<file path="config.mk">
export PLATFORM = sky130hd
export DESIGN_NAME = bldc_commutation
export DESIGN_NICKNAME = d
export VERILOG_FILES = /design/src/bldc_pkg.sv /design/src/bldc_commutation.sv
export SDC_FILE = /design/constraint.sdc
export NUM_CORES = 2
export LEC_CHECK = 0
export BUFFER_PORTS_ARGS = -buffer_cell sky130_fd_sc_hd__buf_4
export CAP_MARGIN = 20
export CORE_ASPECT_RATIO = 0.7
export CORE_MARGIN = 2
export CORE_UTILIZATION = 50
export CTS_CLUSTER_DIAMETER = 50
export DETAILED_ROUTE_END_ITERATION = 6
export PLACE_DENSITY = 0.65
export SETUP_SLACK_MARGIN = 0.1
export SLEW_MARGIN = 30
export SYNTH_ARGS = -nofsm -noshare
export SYNTH_HDL_FRONTEND = slang
export SYNTH_SLANG_ARGS = --single-unit
</file>
<file path="constraint.sdc">
create_clock -name core_clk_i -period 19.9 [get_ports core_clk_i]
set_clock_uncertainty 0.05 [all_clocks]
set_input_delay 1.99 -clock core_clk_i [delete_from_list [all_inputs] [get_ports core_clk_i]]
set_output_delay 1.99 -clock core_clk_i [all_outputs]
set_load 0.02 [all_outputs]
</file>
<file path="src/bldc_pkg.sv">
/*
  Constants, field layouts and carrier types for the sensorless BLDC
  commutation sequencer.
  Assumes one 40 MHz core clock and an external hysteretic comparator per
  phase.
*/
// Behaviour
// - six commutation states, stepped in fixed cyclic order once per point
// - high-side gate low means FET on, low-side gate high means on
// - states 1..6 drive AC, BC, BA, CA, CB, AB; third phase floats
// - motor-enable clear: all FETs off, no commutation, overrides everything
// - reverse bit 0 increments the state, 1 decrements it
// - enabled, braking, PWM idle past brake time: all low-sides on
// - serial word selects speed output style, cycle rate by default
// - cycle mode: speed output high entering state 1, low entering 4
// - commutation mode: square wave, falling edge at each commutation
// - undriven phase comparator result is digitally filtered
// - crossings accepted during both PWM on and off time
// - expect crossing mid period; adjust phase and period to cut error
// - 4-bit advance field delays expected crossing, up to 28 degrees
// - PI correction with separate 4-bit proportional and integral gains
// - missing crossing: keep commutating, change rate by proportional term
// - no crossings: lower commutation frequency at every point
// - speed below quarter of start speed: loss of sync, stop
// - speed above ratio times max speed: loss of sync
// - max speed field sets 100% target and feeds overspeed threshold; only the overspeed check uses it here
// - serial words are 16 bits, msb first, sampled on rising clock
// - strobe low shows fault flag, diagnostic bit 15, on serial out
// - strobe high ignores clock and data, serial out released
// - fault output open drain, pulled low when active
package bldc_pkg;
  // ==========================================================
  // timing
  localparam int unsigned CLK_HZ = 40_000_000;
  localparam int unsigned BRAKE_TIME_US = 100;
  localparam int unsigned BRAKE_CYCLES = BRAKE_TIME_US * (CLK_HZ / 1_000_000);
  localparam int unsigned FILT_LEN = 8;
  localparam int unsigned PW = 24;
  // cycles per commutation for one start-speed / max-speed step
  localparam logic [23:0] START_UNIT = 24'h000FA0;
  localparam logic [23:0] MAXSPD_UNIT = 24'h000200;

  // ==========================================================
  // serial word layout: [15:14] selects the target group
  localparam int unsigned SER_BITS = 16;
  localparam int unsigned SEL_HI = 15;
  localparam int unsigned SEL_LO = 14;
  localparam logic [1:0] SEL_CTRL = 2'h0;
  localparam logic [1:0] SEL_LOOP = 2'h1;
  localparam logic [1:0] SEL_SPEED = 2'h2;
  localparam int unsigned DIAG_FAULT = 15;

  // ==========================================================
  // types
  typedef enum logic [2:0] {
    ST_1 = 3'b001, ST_2 = 3'b010, ST_3 = 3'b011,
    ST_4 = 3'b100, ST_5 = 3'b101, ST_6 = 3'b110
  } comm_state_t;

  typedef struct packed {
    logic run;
    logic dir;
    logic brake_select;
    logic speed_mode;  // 0 cycle rate, 1 commutation rate
  } ctrl_t;

  typedef struct packed {
    logic [3:0] phase_advance_field;
    logic [3:0] prop_gain_field;
    logic [3:0] integ_gain_field;
  } loop_cfg_t;

  typedef struct packed {
    logic [3:0] start_speed_field;
    logic [1:0] overspeed_ratio_field;
    logic [2:0] max_speed_field;
  } speed_cfg_t;

  typedef struct packed {
    logic [2:0] hi_n;  // c,b,a: 0 turns the P-FET on
    logic [2:0] lo;    // c,b,a: 1 turns the N-FET on
  } gate_t;

  // reset values
  localparam ctrl_t CTRL_RST = 4'h0;
  localparam loop_cfg_t LOOP_RST = 12'h084;
  localparam speed_cfg_t SPEED_RST = 9'h10C;
  localparam gate_t GATE_OFF = 6'h38;
endpackage : bldc_pkg

</file>
<file path="src/bldc_commutation.sv">
/*
  Sensorless six-state commutation sequencer with serial settings port.
  Assumes all inputs synchronous to core_clk_i, comparator outputs on the
  phase sense inputs, and open-drain pins resolved outside.
*/
`timescale 1ns/1ps
`default_nettype none
module bldc_commutation (
  // clock, reset, enable
  input wire logic core_clk_i,
  input wire logic sys_rst_i,
  input wire logic clk_en_i,
  // phase comparators and pwm status
  input wire logic phase_sense_a_i,
  input wire logic phase_sense_b_i,
  input wire logic phase_sense_c_i,
  input wire logic pwm_active_i,
  // serial port
  input wire logic serial_clk_i,
  input wire logic serial_strobe_low_i,
  input wire logic serial_in_i,
  output logic serial_out_o,
  output logic serial_out_oe_n_o,
  // gate drive
  output logic hiside_gate_a_o,
  output logic hiside_gate_b_o,
  output logic hiside_gate_c_o,
  output logic loside_gate_a_o,
  output logic loside_gate_b_o,
  output logic loside_gate_c_o,
  // open-drain indicators, enable low pulls the pin low
  output logic speed_output_oe_n_o,
  output logic fault_out_low_oe_n_o
);
  // ==========================================================
  // state
  localparam int EW = bldc_pkg::PW + 2;
  bldc_pkg::ctrl_t ctrl_ff, nxt_ctrl;
  bldc_pkg::loop_cfg_t loop_ff, nxt_loop;
  bldc_pkg::speed_cfg_t spd_cfg_ff, nxt_spd_cfg;
  logic sclk_q_ff, nxt_sclk_q, strobe_q_ff, nxt_strobe_q;
  logic [4:0] bit_cnt_ff, nxt_bit_cnt;
  logic [15:0] sh_in_ff, nxt_sh_in, sh_out_ff, nxt_sh_out;
  logic sdo_oe_n_ff, nxt_sdo_oe_n;
  bldc_pkg::comm_state_t state_ff, nxt_state;
  logic [bldc_pkg::PW-1:0] period_ff, nxt_period, timer_ff, nxt_timer;
  logic [bldc_pkg::PW-1:0] zc_time_ff, nxt_zc_time;
  logic signed [EW-1:0] integ_ff, nxt_integ;
  logic zc_seen_ff, nxt_zc_seen, filt_ff, nxt_filt;
  logic [2:0] fcnt_ff, nxt_fcnt;
  logic lost_ff, nxt_lost, spd_ff, nxt_spd, fault_n_ff, nxt_fault_n;
  logic [11:0] idle_cnt_ff, nxt_idle_cnt;
  bldc_pkg::gate_t gate_ff, nxt_gate;
  logic comm_ev, braking, running, raw;
  logic [bldc_pkg::PW-1:0] start_per, max_per;
  logic signed [EW-1:0] err, expected;

  // ==========================================================
  // helpers
  function automatic bldc_pkg::comm_state_t step(
      input bldc_pkg::comm_state_t s, input logic rev);
    logic [2:0] v;
    v = s;
    if (!rev) begin
      v = (v == 3'h6) ? 3'h1 : v + 3'h1;
    end else begin
      v = (v == 3'h1) ? 3'h6 : v - 3'h1;
    end
    return bldc_pkg::comm_state_t'(v);
  endfunction : step

  // scale a signed error by a 4-bit gain, then shift down
  function automatic logic signed [EW-1:0] gain(
      input logic signed [EW-1:0] e, input logic [3:0] g, input int sh);
    logic signed [EW+4:0] p;
    p = e * $signed({1'b0, g});
    return EW'(p >>> sh);
  endfunction : gain

  // ==========================================================
  // serial port: settings in, diagnostic word out
  always_comb begin
    nxt_sclk_q = serial_clk_i;
    nxt_strobe_q = serial_strobe_low_i;
    nxt_bit_cnt = bit_cnt_ff;
    nxt_sh_in = sh_in_ff;
    nxt_sh_out = sh_out_ff;
    nxt_sdo_oe_n = serial_strobe_low_i;
    nxt_ctrl = ctrl_ff;
    nxt_loop = loop_ff;
    nxt_spd_cfg = spd_cfg_ff;
    if (serial_strobe_low_i) begin
      // idle: bus ignored, fault flag parked at msb for the next frame
      nxt_bit_cnt = 5'h00;
      nxt_sh_out = {lost_ff, 3'(state_ff), 12'h000};
      // apply only a complete word; short or long frames are dropped
      if (!strobe_q_ff && bit_cnt_ff == 5'(bldc_pkg::SER_BITS)) begin
        unique case (sh_in_ff[bldc_pkg::SEL_HI:bldc_pkg::SEL_LO])
          bldc_pkg::SEL_CTRL: nxt_ctrl = sh_in_ff[3:0];
          bldc_pkg::SEL_LOOP: nxt_loop = sh_in_ff[11:0];
          bldc_pkg::SEL_SPEED: nxt_spd_cfg = sh_in_ff[8:0];
          default: ;
        endcase
      end
    end else if (serial_clk_i && !sclk_q_ff) begin
      nxt_sh_in = {sh_in_ff[14:0], serial_in_i};
      nxt_sh_out = {sh_out_ff[14:0], 1'b0};
      if (bit_cnt_ff != 5'h1F) begin
        nxt_bit_cnt = bit_cnt_ff + 5'h01;
      end
    end
  end

  // registers of the serial port
  always_ff @(posedge core_clk_i or posedge sys_rst_i) begin
    if (sys_rst_i) begin
      sclk_q_ff <= 1'b1;
      strobe_q_ff <= 1'b1;
      bit_cnt_ff <= 5'h00;
      sh_in_ff <= 16'h0000;
      sh_out_ff <= 16'h0000;
      sdo_oe_n_ff <= 1'b1;
      ctrl_ff <= bldc_pkg::CTRL_RST;
      loop_ff <= bldc_pkg::LOOP_RST;
      spd_cfg_ff <= bldc_pkg::SPEED_RST;
    end else if (clk_en_i) begin
      sclk_q_ff <= nxt_sclk_q;
      strobe_q_ff <= nxt_strobe_q;
      bit_cnt_ff <= nxt_bit_cnt;
      sh_in_ff <= nxt_sh_in;
      sh_out_ff <= nxt_sh_out;
      sdo_oe_n_ff <= nxt_sdo_oe_n;
      ctrl_ff <= nxt_ctrl;
      loop_ff <= nxt_loop;
      spd_cfg_ff <= nxt_spd_cfg;
    end
  end

  // ==========================================================
  // commutation controller
  assign start_per = 24'(bldc_pkg::START_UNIT
                         * (5'h10 - {1'b0, spd_cfg_ff.start_speed_field}));
  assign max_per = 24'(bldc_pkg::MAXSPD_UNIT
                       * (4'h8 - {1'b0, spd_cfg_ff.max_speed_field}));
  assign braking = ctrl_ff.brake_select
                   && idle_cnt_ff == 12'(bldc_pkg::BRAKE_CYCLES);
  assign running = ctrl_ff.run && !lost_ff && !braking;
  assign comm_ev = running && timer_ff >= period_ff - 24'h000001;
  // advance of 1/32 period per field step, 0..28 degrees of a 60 degree step
  assign expected = EW'({2'b00, period_ff >> 1})
                    + gain(EW'({2'b00, period_ff >> 5}),
                           loop_ff.phase_advance_field, 0);
  assign err = EW'({2'b00, zc_time_ff}) - expected;

  // comparator of the floating phase; the external reference tracks the
  // bridge levels, so no pwm-phase gating is needed here
  always_comb begin
    unique case (state_ff)
      bldc_pkg::ST_2, bldc_pkg::ST_5: raw = phase_sense_a_i;
      bldc_pkg::ST_1, bldc_pkg::ST_4: raw = phase_sense_b_i;
      default: raw = phase_sense_c_i;
    endcase
  end

  // next values of sequencer, filter and loop
  always_comb begin
    logic signed [EW-1:0] np;
    np = '0;
    nxt_state = state_ff;
    nxt_period = period_ff;
    nxt_timer = timer_ff;
    nxt_zc_time = zc_time_ff;
    nxt_integ = integ_ff;
    nxt_zc_seen = zc_seen_ff;
    nxt_filt = filt_ff;
    nxt_fcnt = 3'h0;
    nxt_lost = lost_ff;
    nxt_spd = spd_ff;
    nxt_idle_cnt = pwm_active_i ? 12'h000 : idle_cnt_ff;
    if (!pwm_active_i && !braking) begin
      nxt_idle_cnt = idle_cnt_ff + 12'h001;
    end
    if (!ctrl_ff.run) begin
      // coasting: restart cleanly from the start speed
      nxt_state = bldc_pkg::ST_1;
      nxt_period = start_per;
      nxt_timer = '0;
      nxt_integ = '0;
      nxt_lost = 1'b0;
      nxt_zc_seen = 1'b0;
    end else if (running) begin
      nxt_timer = timer_ff + 24'h000001;
      // a change must persist FILT_LEN samples to count as a crossing
      if (raw != filt_ff) begin
        nxt_fcnt = fcnt_ff + 3'h1;
        if (fcnt_ff == 3'(bldc_pkg::FILT_LEN - 1)) begin
          nxt_filt = raw;
          nxt_fcnt = 3'h0;
          if (!zc_seen_ff) begin
            nxt_zc_seen = 1'b1;
            nxt_zc_time = timer_ff;
          end
        end
      end
      // a start from coast enters state 1 as well, so cycle mode rises here
      if (!spd_ff && (ctrl_ff.speed_mode ? timer_ff == period_ff >> 1
          : state_ff == bldc_pkg::ST_1 && timer_ff == '0)) begin
        nxt_spd = 1'b1;
      end
      if (comm_ev) begin
        nxt_state = step(state_ff, ctrl_ff.dir);
        nxt_timer = '0;
        nxt_zc_seen = 1'b0;
        nxt_filt = nxt_state inside {bldc_pkg::ST_2, bldc_pkg::ST_5}
                   ? phase_sense_a_i
                   : nxt_state inside {bldc_pkg::ST_1, bldc_pkg::ST_4}
                   ? phase_sense_b_i : phase_sense_c_i;
        if (zc_seen_ff) begin
          nxt_integ = integ_ff
                      + gain(err, loop_ff.integ_gain_field, 6);
          np = EW'({2'b00, period_ff})
               + gain(err, loop_ff.prop_gain_field, 4) + nxt_integ;
        end else begin
          // no crossing: only the proportional step, always slower
          np = EW'({2'b00, period_ff}) + EW'(1)
               + gain(EW'({2'b00, period_ff >> 3}),
                      loop_ff.prop_gain_field, 4);
        end
        if (np < EW'(1)) begin
          np = EW'(1);
        end else if (np > EW'({2'b00, {bldc_pkg::PW{1'b1}}})) begin
          np = EW'({2'b00, {bldc_pkg::PW{1'b1}}});
        end
        nxt_period = np[bldc_pkg::PW-1:0];
        if (28'(nxt_period) > 28'(start_per) * 28'h4) begin
          nxt_lost = 1'b1;
        end
        if (28'(nxt_period)
            * (28'(spd_cfg_ff.overspeed_ratio_field) + 28'h0000005)
            < 28'(max_per) * 28'h4) begin
          nxt_lost = 1'b1;
        end
        if (ctrl_ff.speed_mode) begin
          nxt_spd = 1'b0;
        end else if (nxt_state == bldc_pkg::ST_1) begin
          nxt_spd = 1'b1;
        end else if (nxt_state == bldc_pkg::ST_4) begin
          nxt_spd = 1'b0;
        end
      end
    end
    nxt_fault_n = !nxt_lost;
  end

  // gate pattern; shoot-through is avoided since no state turns on both FETs of one phase
  always_comb begin
    nxt_gate = bldc_pkg::GATE_OFF;
    if (ctrl_ff.run && braking) begin
      nxt_gate.lo = 3'h7;
    end else if (running) begin
      unique case (state_ff)
        bldc_pkg::ST_1: nxt_gate = {3'b110, 3'b100};
        bldc_pkg::ST_2: nxt_gate = {3'b101, 3'b100};
        bldc_pkg::ST_3: nxt_gate = {3'b101, 3'b001};
        bldc_pkg::ST_4: nxt_gate = {3'b011, 3'b001};
        bldc_pkg::ST_5: nxt_gate = {3'b011, 3'b010};
        bldc_pkg::ST_6: nxt_gate = {3'b110, 3'b010};
        default: nxt_gate = bldc_pkg::GATE_OFF;
      endcase
    end
  end

  // registers of the sequencer
  always_ff @(posedge core_clk_i or posedge sys_rst_i) begin
    if (sys_rst_i) begin
      state_ff <= bldc_pkg::ST_1;
      period_ff <= bldc_pkg::START_UNIT;
      timer_ff <= '0;
      zc_time_ff <= '0;
      integ_ff <= '0;
      zc_seen_ff <= 1'b0;
      filt_ff <= 1'b0;
      fcnt_ff <= 3'h0;
      lost_ff <= 1'b0;
      spd_ff <= 1'b0;
      fault_n_ff <= 1'b1;
      idle_cnt_ff <= 12'h000;
      gate_ff <= bldc_pkg::GATE_OFF;
    end else if (clk_en_i) begin
      state_ff <= nxt_state;
      period_ff <= nxt_period;
      timer_ff <= nxt_timer;
      zc_time_ff <= nxt_zc_time;
      integ_ff <= nxt_integ;
      zc_seen_ff <= nxt_zc_seen;
      filt_ff <= nxt_filt;
      fcnt_ff <= nxt_fcnt;
      lost_ff <= nxt_lost;
      spd_ff <= nxt_spd;
      fault_n_ff <= nxt_fault_n;
      idle_cnt_ff <= nxt_idle_cnt;
      gate_ff <= nxt_gate;
    end
  end

  // outputs
  assign {hiside_gate_c_o, hiside_gate_b_o, hiside_gate_a_o} = gate_ff.hi_n;
  assign {loside_gate_c_o, loside_gate_b_o, loside_gate_a_o} = gate_ff.lo;
  assign serial_out_o = sh_out_ff[bldc_pkg::DIAG_FAULT];
  assign serial_out_oe_n_o = sdo_oe_n_ff;
  assign speed_output_oe_n_o = spd_ff;
  assign fault_out_low_oe_n_o = fault_n_ff;

  // ==========================================================
  // checks
  a_coast_gates_off: assert property (@(posedge core_clk_i)
    disable iff (sys_rst_i) (clk_en_i && !ctrl_ff.run) |=>
    (gate_ff == bldc_pkg::GATE_OFF)) else $error("coast not all off");
  a_one_pair_on: assert property (@(posedge core_clk_i)
    disable iff (sys_rst_i) ($past(running) && $past(clk_en_i)) |->
    ($countones(~gate_ff.hi_n) == 1 && $countones(gate_ff.lo) == 1
     && (~gate_ff.hi_n & gate_ff.lo) == 3'h0)) else $error("bad pair");
  a_fwd_step: assert property (@(posedge core_clk_i)
    disable iff (sys_rst_i) (clk_en_i && comm_ev && !ctrl_ff.dir) |=>
    (state_ff == step($past(state_ff), 1'b0))) else $error("fwd step");
  a_rev_step: assert property (@(posedge core_clk_i)
    disable iff (sys_rst_i) (clk_en_i && comm_ev && ctrl_ff.dir) |=>
    (state_ff == step($past(state_ff), 1'b1))) else $error("rev step");
  a_brake_lowside: assert property (@(posedge core_clk_i)
    disable iff (sys_rst_i) (clk_en_i && ctrl_ff.run && braking) |=>
    (gate_ff.lo == 3'h7 && gate_ff.hi_n == 3'h7)) else $error("brake");
  a_sdo_release: assert property (@(posedge core_clk_i)
    disable iff (sys_rst_i) (clk_en_i && serial_strobe_low_i) |=>
    serial_out_oe_n_o) else $error("sdo driven while idle");
  a_sdo_fault: assert property (@(posedge core_clk_i)
    disable iff (sys_rst_i) ($past(clk_en_i) && strobe_q_ff
    && !serial_strobe_low_i) |-> (serial_out_o == $past(lost_ff)))
    else $error("fault bit not shown");
  a_timer_clear: assert property (@(posedge core_clk_i)
    disable iff (sys_rst_i) (clk_en_i && comm_ev) |=> (timer_ff == '0))
    else $error("timer not cleared");
  a_cycle_high: assert property (@(posedge core_clk_i)
    disable iff (sys_rst_i) (clk_en_i && comm_ev && !ctrl_ff.speed_mode
    && nxt_state == bldc_pkg::ST_1) |=> speed_output_oe_n_o)
    else $error("cycle signal not high");
  a_commutation_rate_signal_fall: assert property (@(posedge core_clk_i)
    disable iff (sys_rst_i) (clk_en_i && comm_ev && ctrl_ff.speed_mode)
    |=> !speed_output_oe_n_o) else $error("commutation_rate_signal not low");
  a_lowspeed: assert property (@(posedge core_clk_i)
    disable iff (sys_rst_i) (clk_en_i && comm_ev
    && 28'(nxt_period) > 28'(start_per) * 28'h4) |=> lost_ff ##1
    !fault_out_low_oe_n_o) else $error("low speed missed");
endmodule : bldc_commutation
`default_nettype wire

</file>
==> flow_summary.json <==
{
  "grt_start_max_net_pins": 112,
  "async_reset_ff_share_pct": 100,
  "power_per_cell_area_nw_per_um2": 101,
  "maxCapViolations": 0,
  "yosys-top-cells-area": "fa_1, ha_1, dfrtp_1",
  "clkTransAtPathRegs_ns": 0.07,
  "boundaryPins": 20,
  "crit_required_ns": 20.24,
  "area_delta_synth_final_pct": 5.38,
  "crit_slowest_cell": "dfstp_2",
  "port_buffers": 19,
  "fin_crit_sh_pct": 93.3,
  "first_pass_iters": 6,
  "grt-ovfl-total": 0,
  "dpl.hpwl_um": 70600,
  "leakage_nw": 16.7,
  "grt_setup_unrepaired": "no",
  "cts_hold_repair.buffers": 0,
  "clkSinkCount": 179,
  "synth_cells": 3643,
  "syn-num-nets": 4307,
  "cts_max_path_buffers": 2,
  "ys_types": 86,
  "synth-edff-count": 0,
  "cts_buffers": 17,
  "tns_ns": 0,
  "die_area_um2": 62600,
  "vdd_drop_max_mv": 0.219,
  "utilization_pct": 53.3,
  "syn_area_per_cell_um2": 8.31,
  "syn_area_um2": 30300,
  "hold_viol": 0,
  "place_inst": 4381,
  "stdcell_count": 4414,
  "layout.nets": 4257,
  "htree_levels": 4,
  "synth_flop_cell": "dfrtp_1",
  "drive_gt1_share_pct": 6.74,
  "ys_ff_latch": 179,
  "grt_pass1_wl_um": 140000,
  "tightest_slew_ns": 1.02,
  "avgRoutedWirePerCell_um": 19.9,
  "fillers": 5712,
  "initial_core_util_pct": 50.6,
  "drtIter0Drc": 2187,
  "status": "finished, final reports clean",
  "path_max_fanout": 19,
  "slew_headroom_pct": 31.2,
  "clock.fmax_mhz": 53.9,
  "crit_type": "reg -> reg",
  "period_needed_ns": 18.57,
  "end_kind": "register",
  "start_kind": "register",
  "synth_area_leader_cell": "fa_1",
  "synth_warnings": 0,
  "place.gp.congestion": 1.01,
  "routed_via_density": 5.66,
  "drv_slew": 0,
  "wl_um": 87900,
  "synth_top_area_share_pct": 17.9,
  "rows": 75,
  "cts-root-buf": "clkbuf_16",
  "die_h_um": 210,
  "globalRouteTotalUtil_pct": 28.6,
  "postRouteAntennaNets": 0,
  "critPathMaxStageDelay_ns": 0.70,
  "antenna_found_initial": 1,
  "yosysSeqAreaShare_pct": 14.9,
  "vias": 25000,
  "core_um2": 59900,
  "grt_pass1_vias": 23700,
  "setup_violations": 0,
  "cts_tree": "done",
  "drc_errors": 0,
  "cp.arrival_ns": 18.90,
  "clk_latency_ns": 0.48,
  "die_w_um": 298,
  "hold_class": "reg -> reg",
  "antennaDiodeCount": 0
}
-- repair_timing --
item / 4_1_cts / 5_1_grt
resized for setup: 0 / 9
buffers inserted: 0 / 1
setup endpoints to repair: 0 / 2
-- final cells by class --
class	instances	area (um2)	area share, %
Sequential cell	179	4510	14.1
Timing Repair Buffer	62	469	1.47
Inverter	575	2170	6.79
Multi-Input combinational cell	2758	23200	72.6
Clock buffer	17	425	1.33
Tap cell	808	1010	3.17
Clock inverter	15	166	0.522
-- placed cells by master (no fill, tap or decap), drive strengths merged, types with 19 or more instances in the layout --
master  instances
nand2         316
nor3           85
nand4          34
a21oi         182
xor2           76
o21bai         26
a31oi          22
nor2          239
mux2           75
ha            384
nand3          51
dfrtp         161
a211oi         24
nand2b         48
inv           580
nor4           19
buf            62
xnor2         147
and3           25
a21o           75
mux2i          20
o21a           46
o21ai         134
and2          202
nor2b          55
fa            270
-- cells in the mapped netlist (all sizes together), types with 8 or more instances --
master / instances
a211oi: 24
a21o: 75
a21oi: 182
a22o: 16
a22oi: 12
a31oi: 22
and2: 202
and3: 25
buf: 15
clkbuf: 116
dfrtp: 161
dfstp: 18
fa: 270
ha: 384
inv: 571
mux2: 75
mux2i: 20
nand2: 316
nand2b: 48
nand3: 51
nand4: 34
nor2: 239
nor2b: 55
nor3: 85
nor3b: 8
nor4: 19
o211ai: 10
o21a: 46
o21ai: 134
o21bai: 26
o22ai: 10
o31ai: 17
or2: 14
or3: 15
xnor2: 147
xor2: 76
-- path summary, 6_finish.rpt --
check / end / cells past startpoint / startpoint / slack (ns)
worst max-delay path: fault_out_low_oe_n_o / 82 / period_ff[7] / 1.33
worst max register to register: fault_out_low_oe_n_o / 82 / period_ff[7] / 1.33
min in group asynchronous: zc_time_ff[10] / 2 / sys_rst_i / 1.60
worst min-delay path: sh_out_ff[13] / 2 / sh_out_ff[13] / 0.43
max in group asynchronous: spd_cfg_ff[6] / 3 / sys_rst_i / 17.05
worst min register to register: sh_out_ff[13] / 2 / sh_out_ff[13] / 0.43
-- per-layer routing --
| metal | share of wire [%] | track usage, % | up-vias |
|---|---|---|---|
| met5 | 0 | 0 | - |
| met4 | 1.3 | 4.52 | 0 |
| met3 | 9.2 | 6.95 | 69 |
| met2 | 40 | 40.4 | 801 |
| met1 | 49 | 44.4 | 12200 |
| li1 | - | - | 11900 |
-- registers in the layout, summed over array words and instances (netlist names), 3 cells and up --
signal       count
ctrl_ff          4
idle_cnt_ff     12
spd_cfg_ff       9
integ_ff        26
loop_ff         12
sh_in_ff        16
fcnt_ff          3
bit_cnt_ff       5
sh_out_ff        4
period_ff       24
state_ff         3
zc_time_ff      24
timer_ff        24
-- cells by family after synthesis --
logic type,synth area share (%)
flip-flops,14.9
AND/OR/NAND/NOR,18.6
buffers and inverters,8.78
XOR/XNOR,6.71
AO/OA/AOI/OAI,13.8
adder cells (fa/ha/maj),33.7
multiplexers,3.45
-- report_power, final --
part / internal [mW] / switching, mW / leakage (nW) / total (mW)
sequential: 0.408 / 0.107 / 2.30 / 0.515
combinational: 0.822 / 1.52 / 14.1 / 2.35
clock: 0.169 / 0.182 / 0.290 / 0.351
-- per-stage QoR --
| stage | hold WS (ns) | setup slack, ns | power [mW] | cell area [um2] |
|---|---|---|---|---|
| floorplan | 0.399 | 2.78 | 1.93 | 30300 |
| CTS | 0.438 | 0.917 | 3.16 | 31900 |
| finish | 0.432 | 1.33 | 3.21 | 31900 |
| detailed placement | 0.421 | 0.917 | 2.80 | 31300 |
| global placement | 0.415 | 1.67 | 2.81 | 31300 |
| global route | 0.455 | 0.0855 | 3.45 | 31900 |
-- worst max-delay path, delay by kind of cell, from the launching register on --
kind / cells / cell delay [ns]
simple gates: 19 / 3.35
flops: 1 / 0.70
xor+xnor: 6 / 1.62
buf+inv: 7 / 0.53
compound gates: 35 / 6.51
fa+ha+maj: 15 / 5.68
No activity file was read; power rests on OpenSTA's default activity.
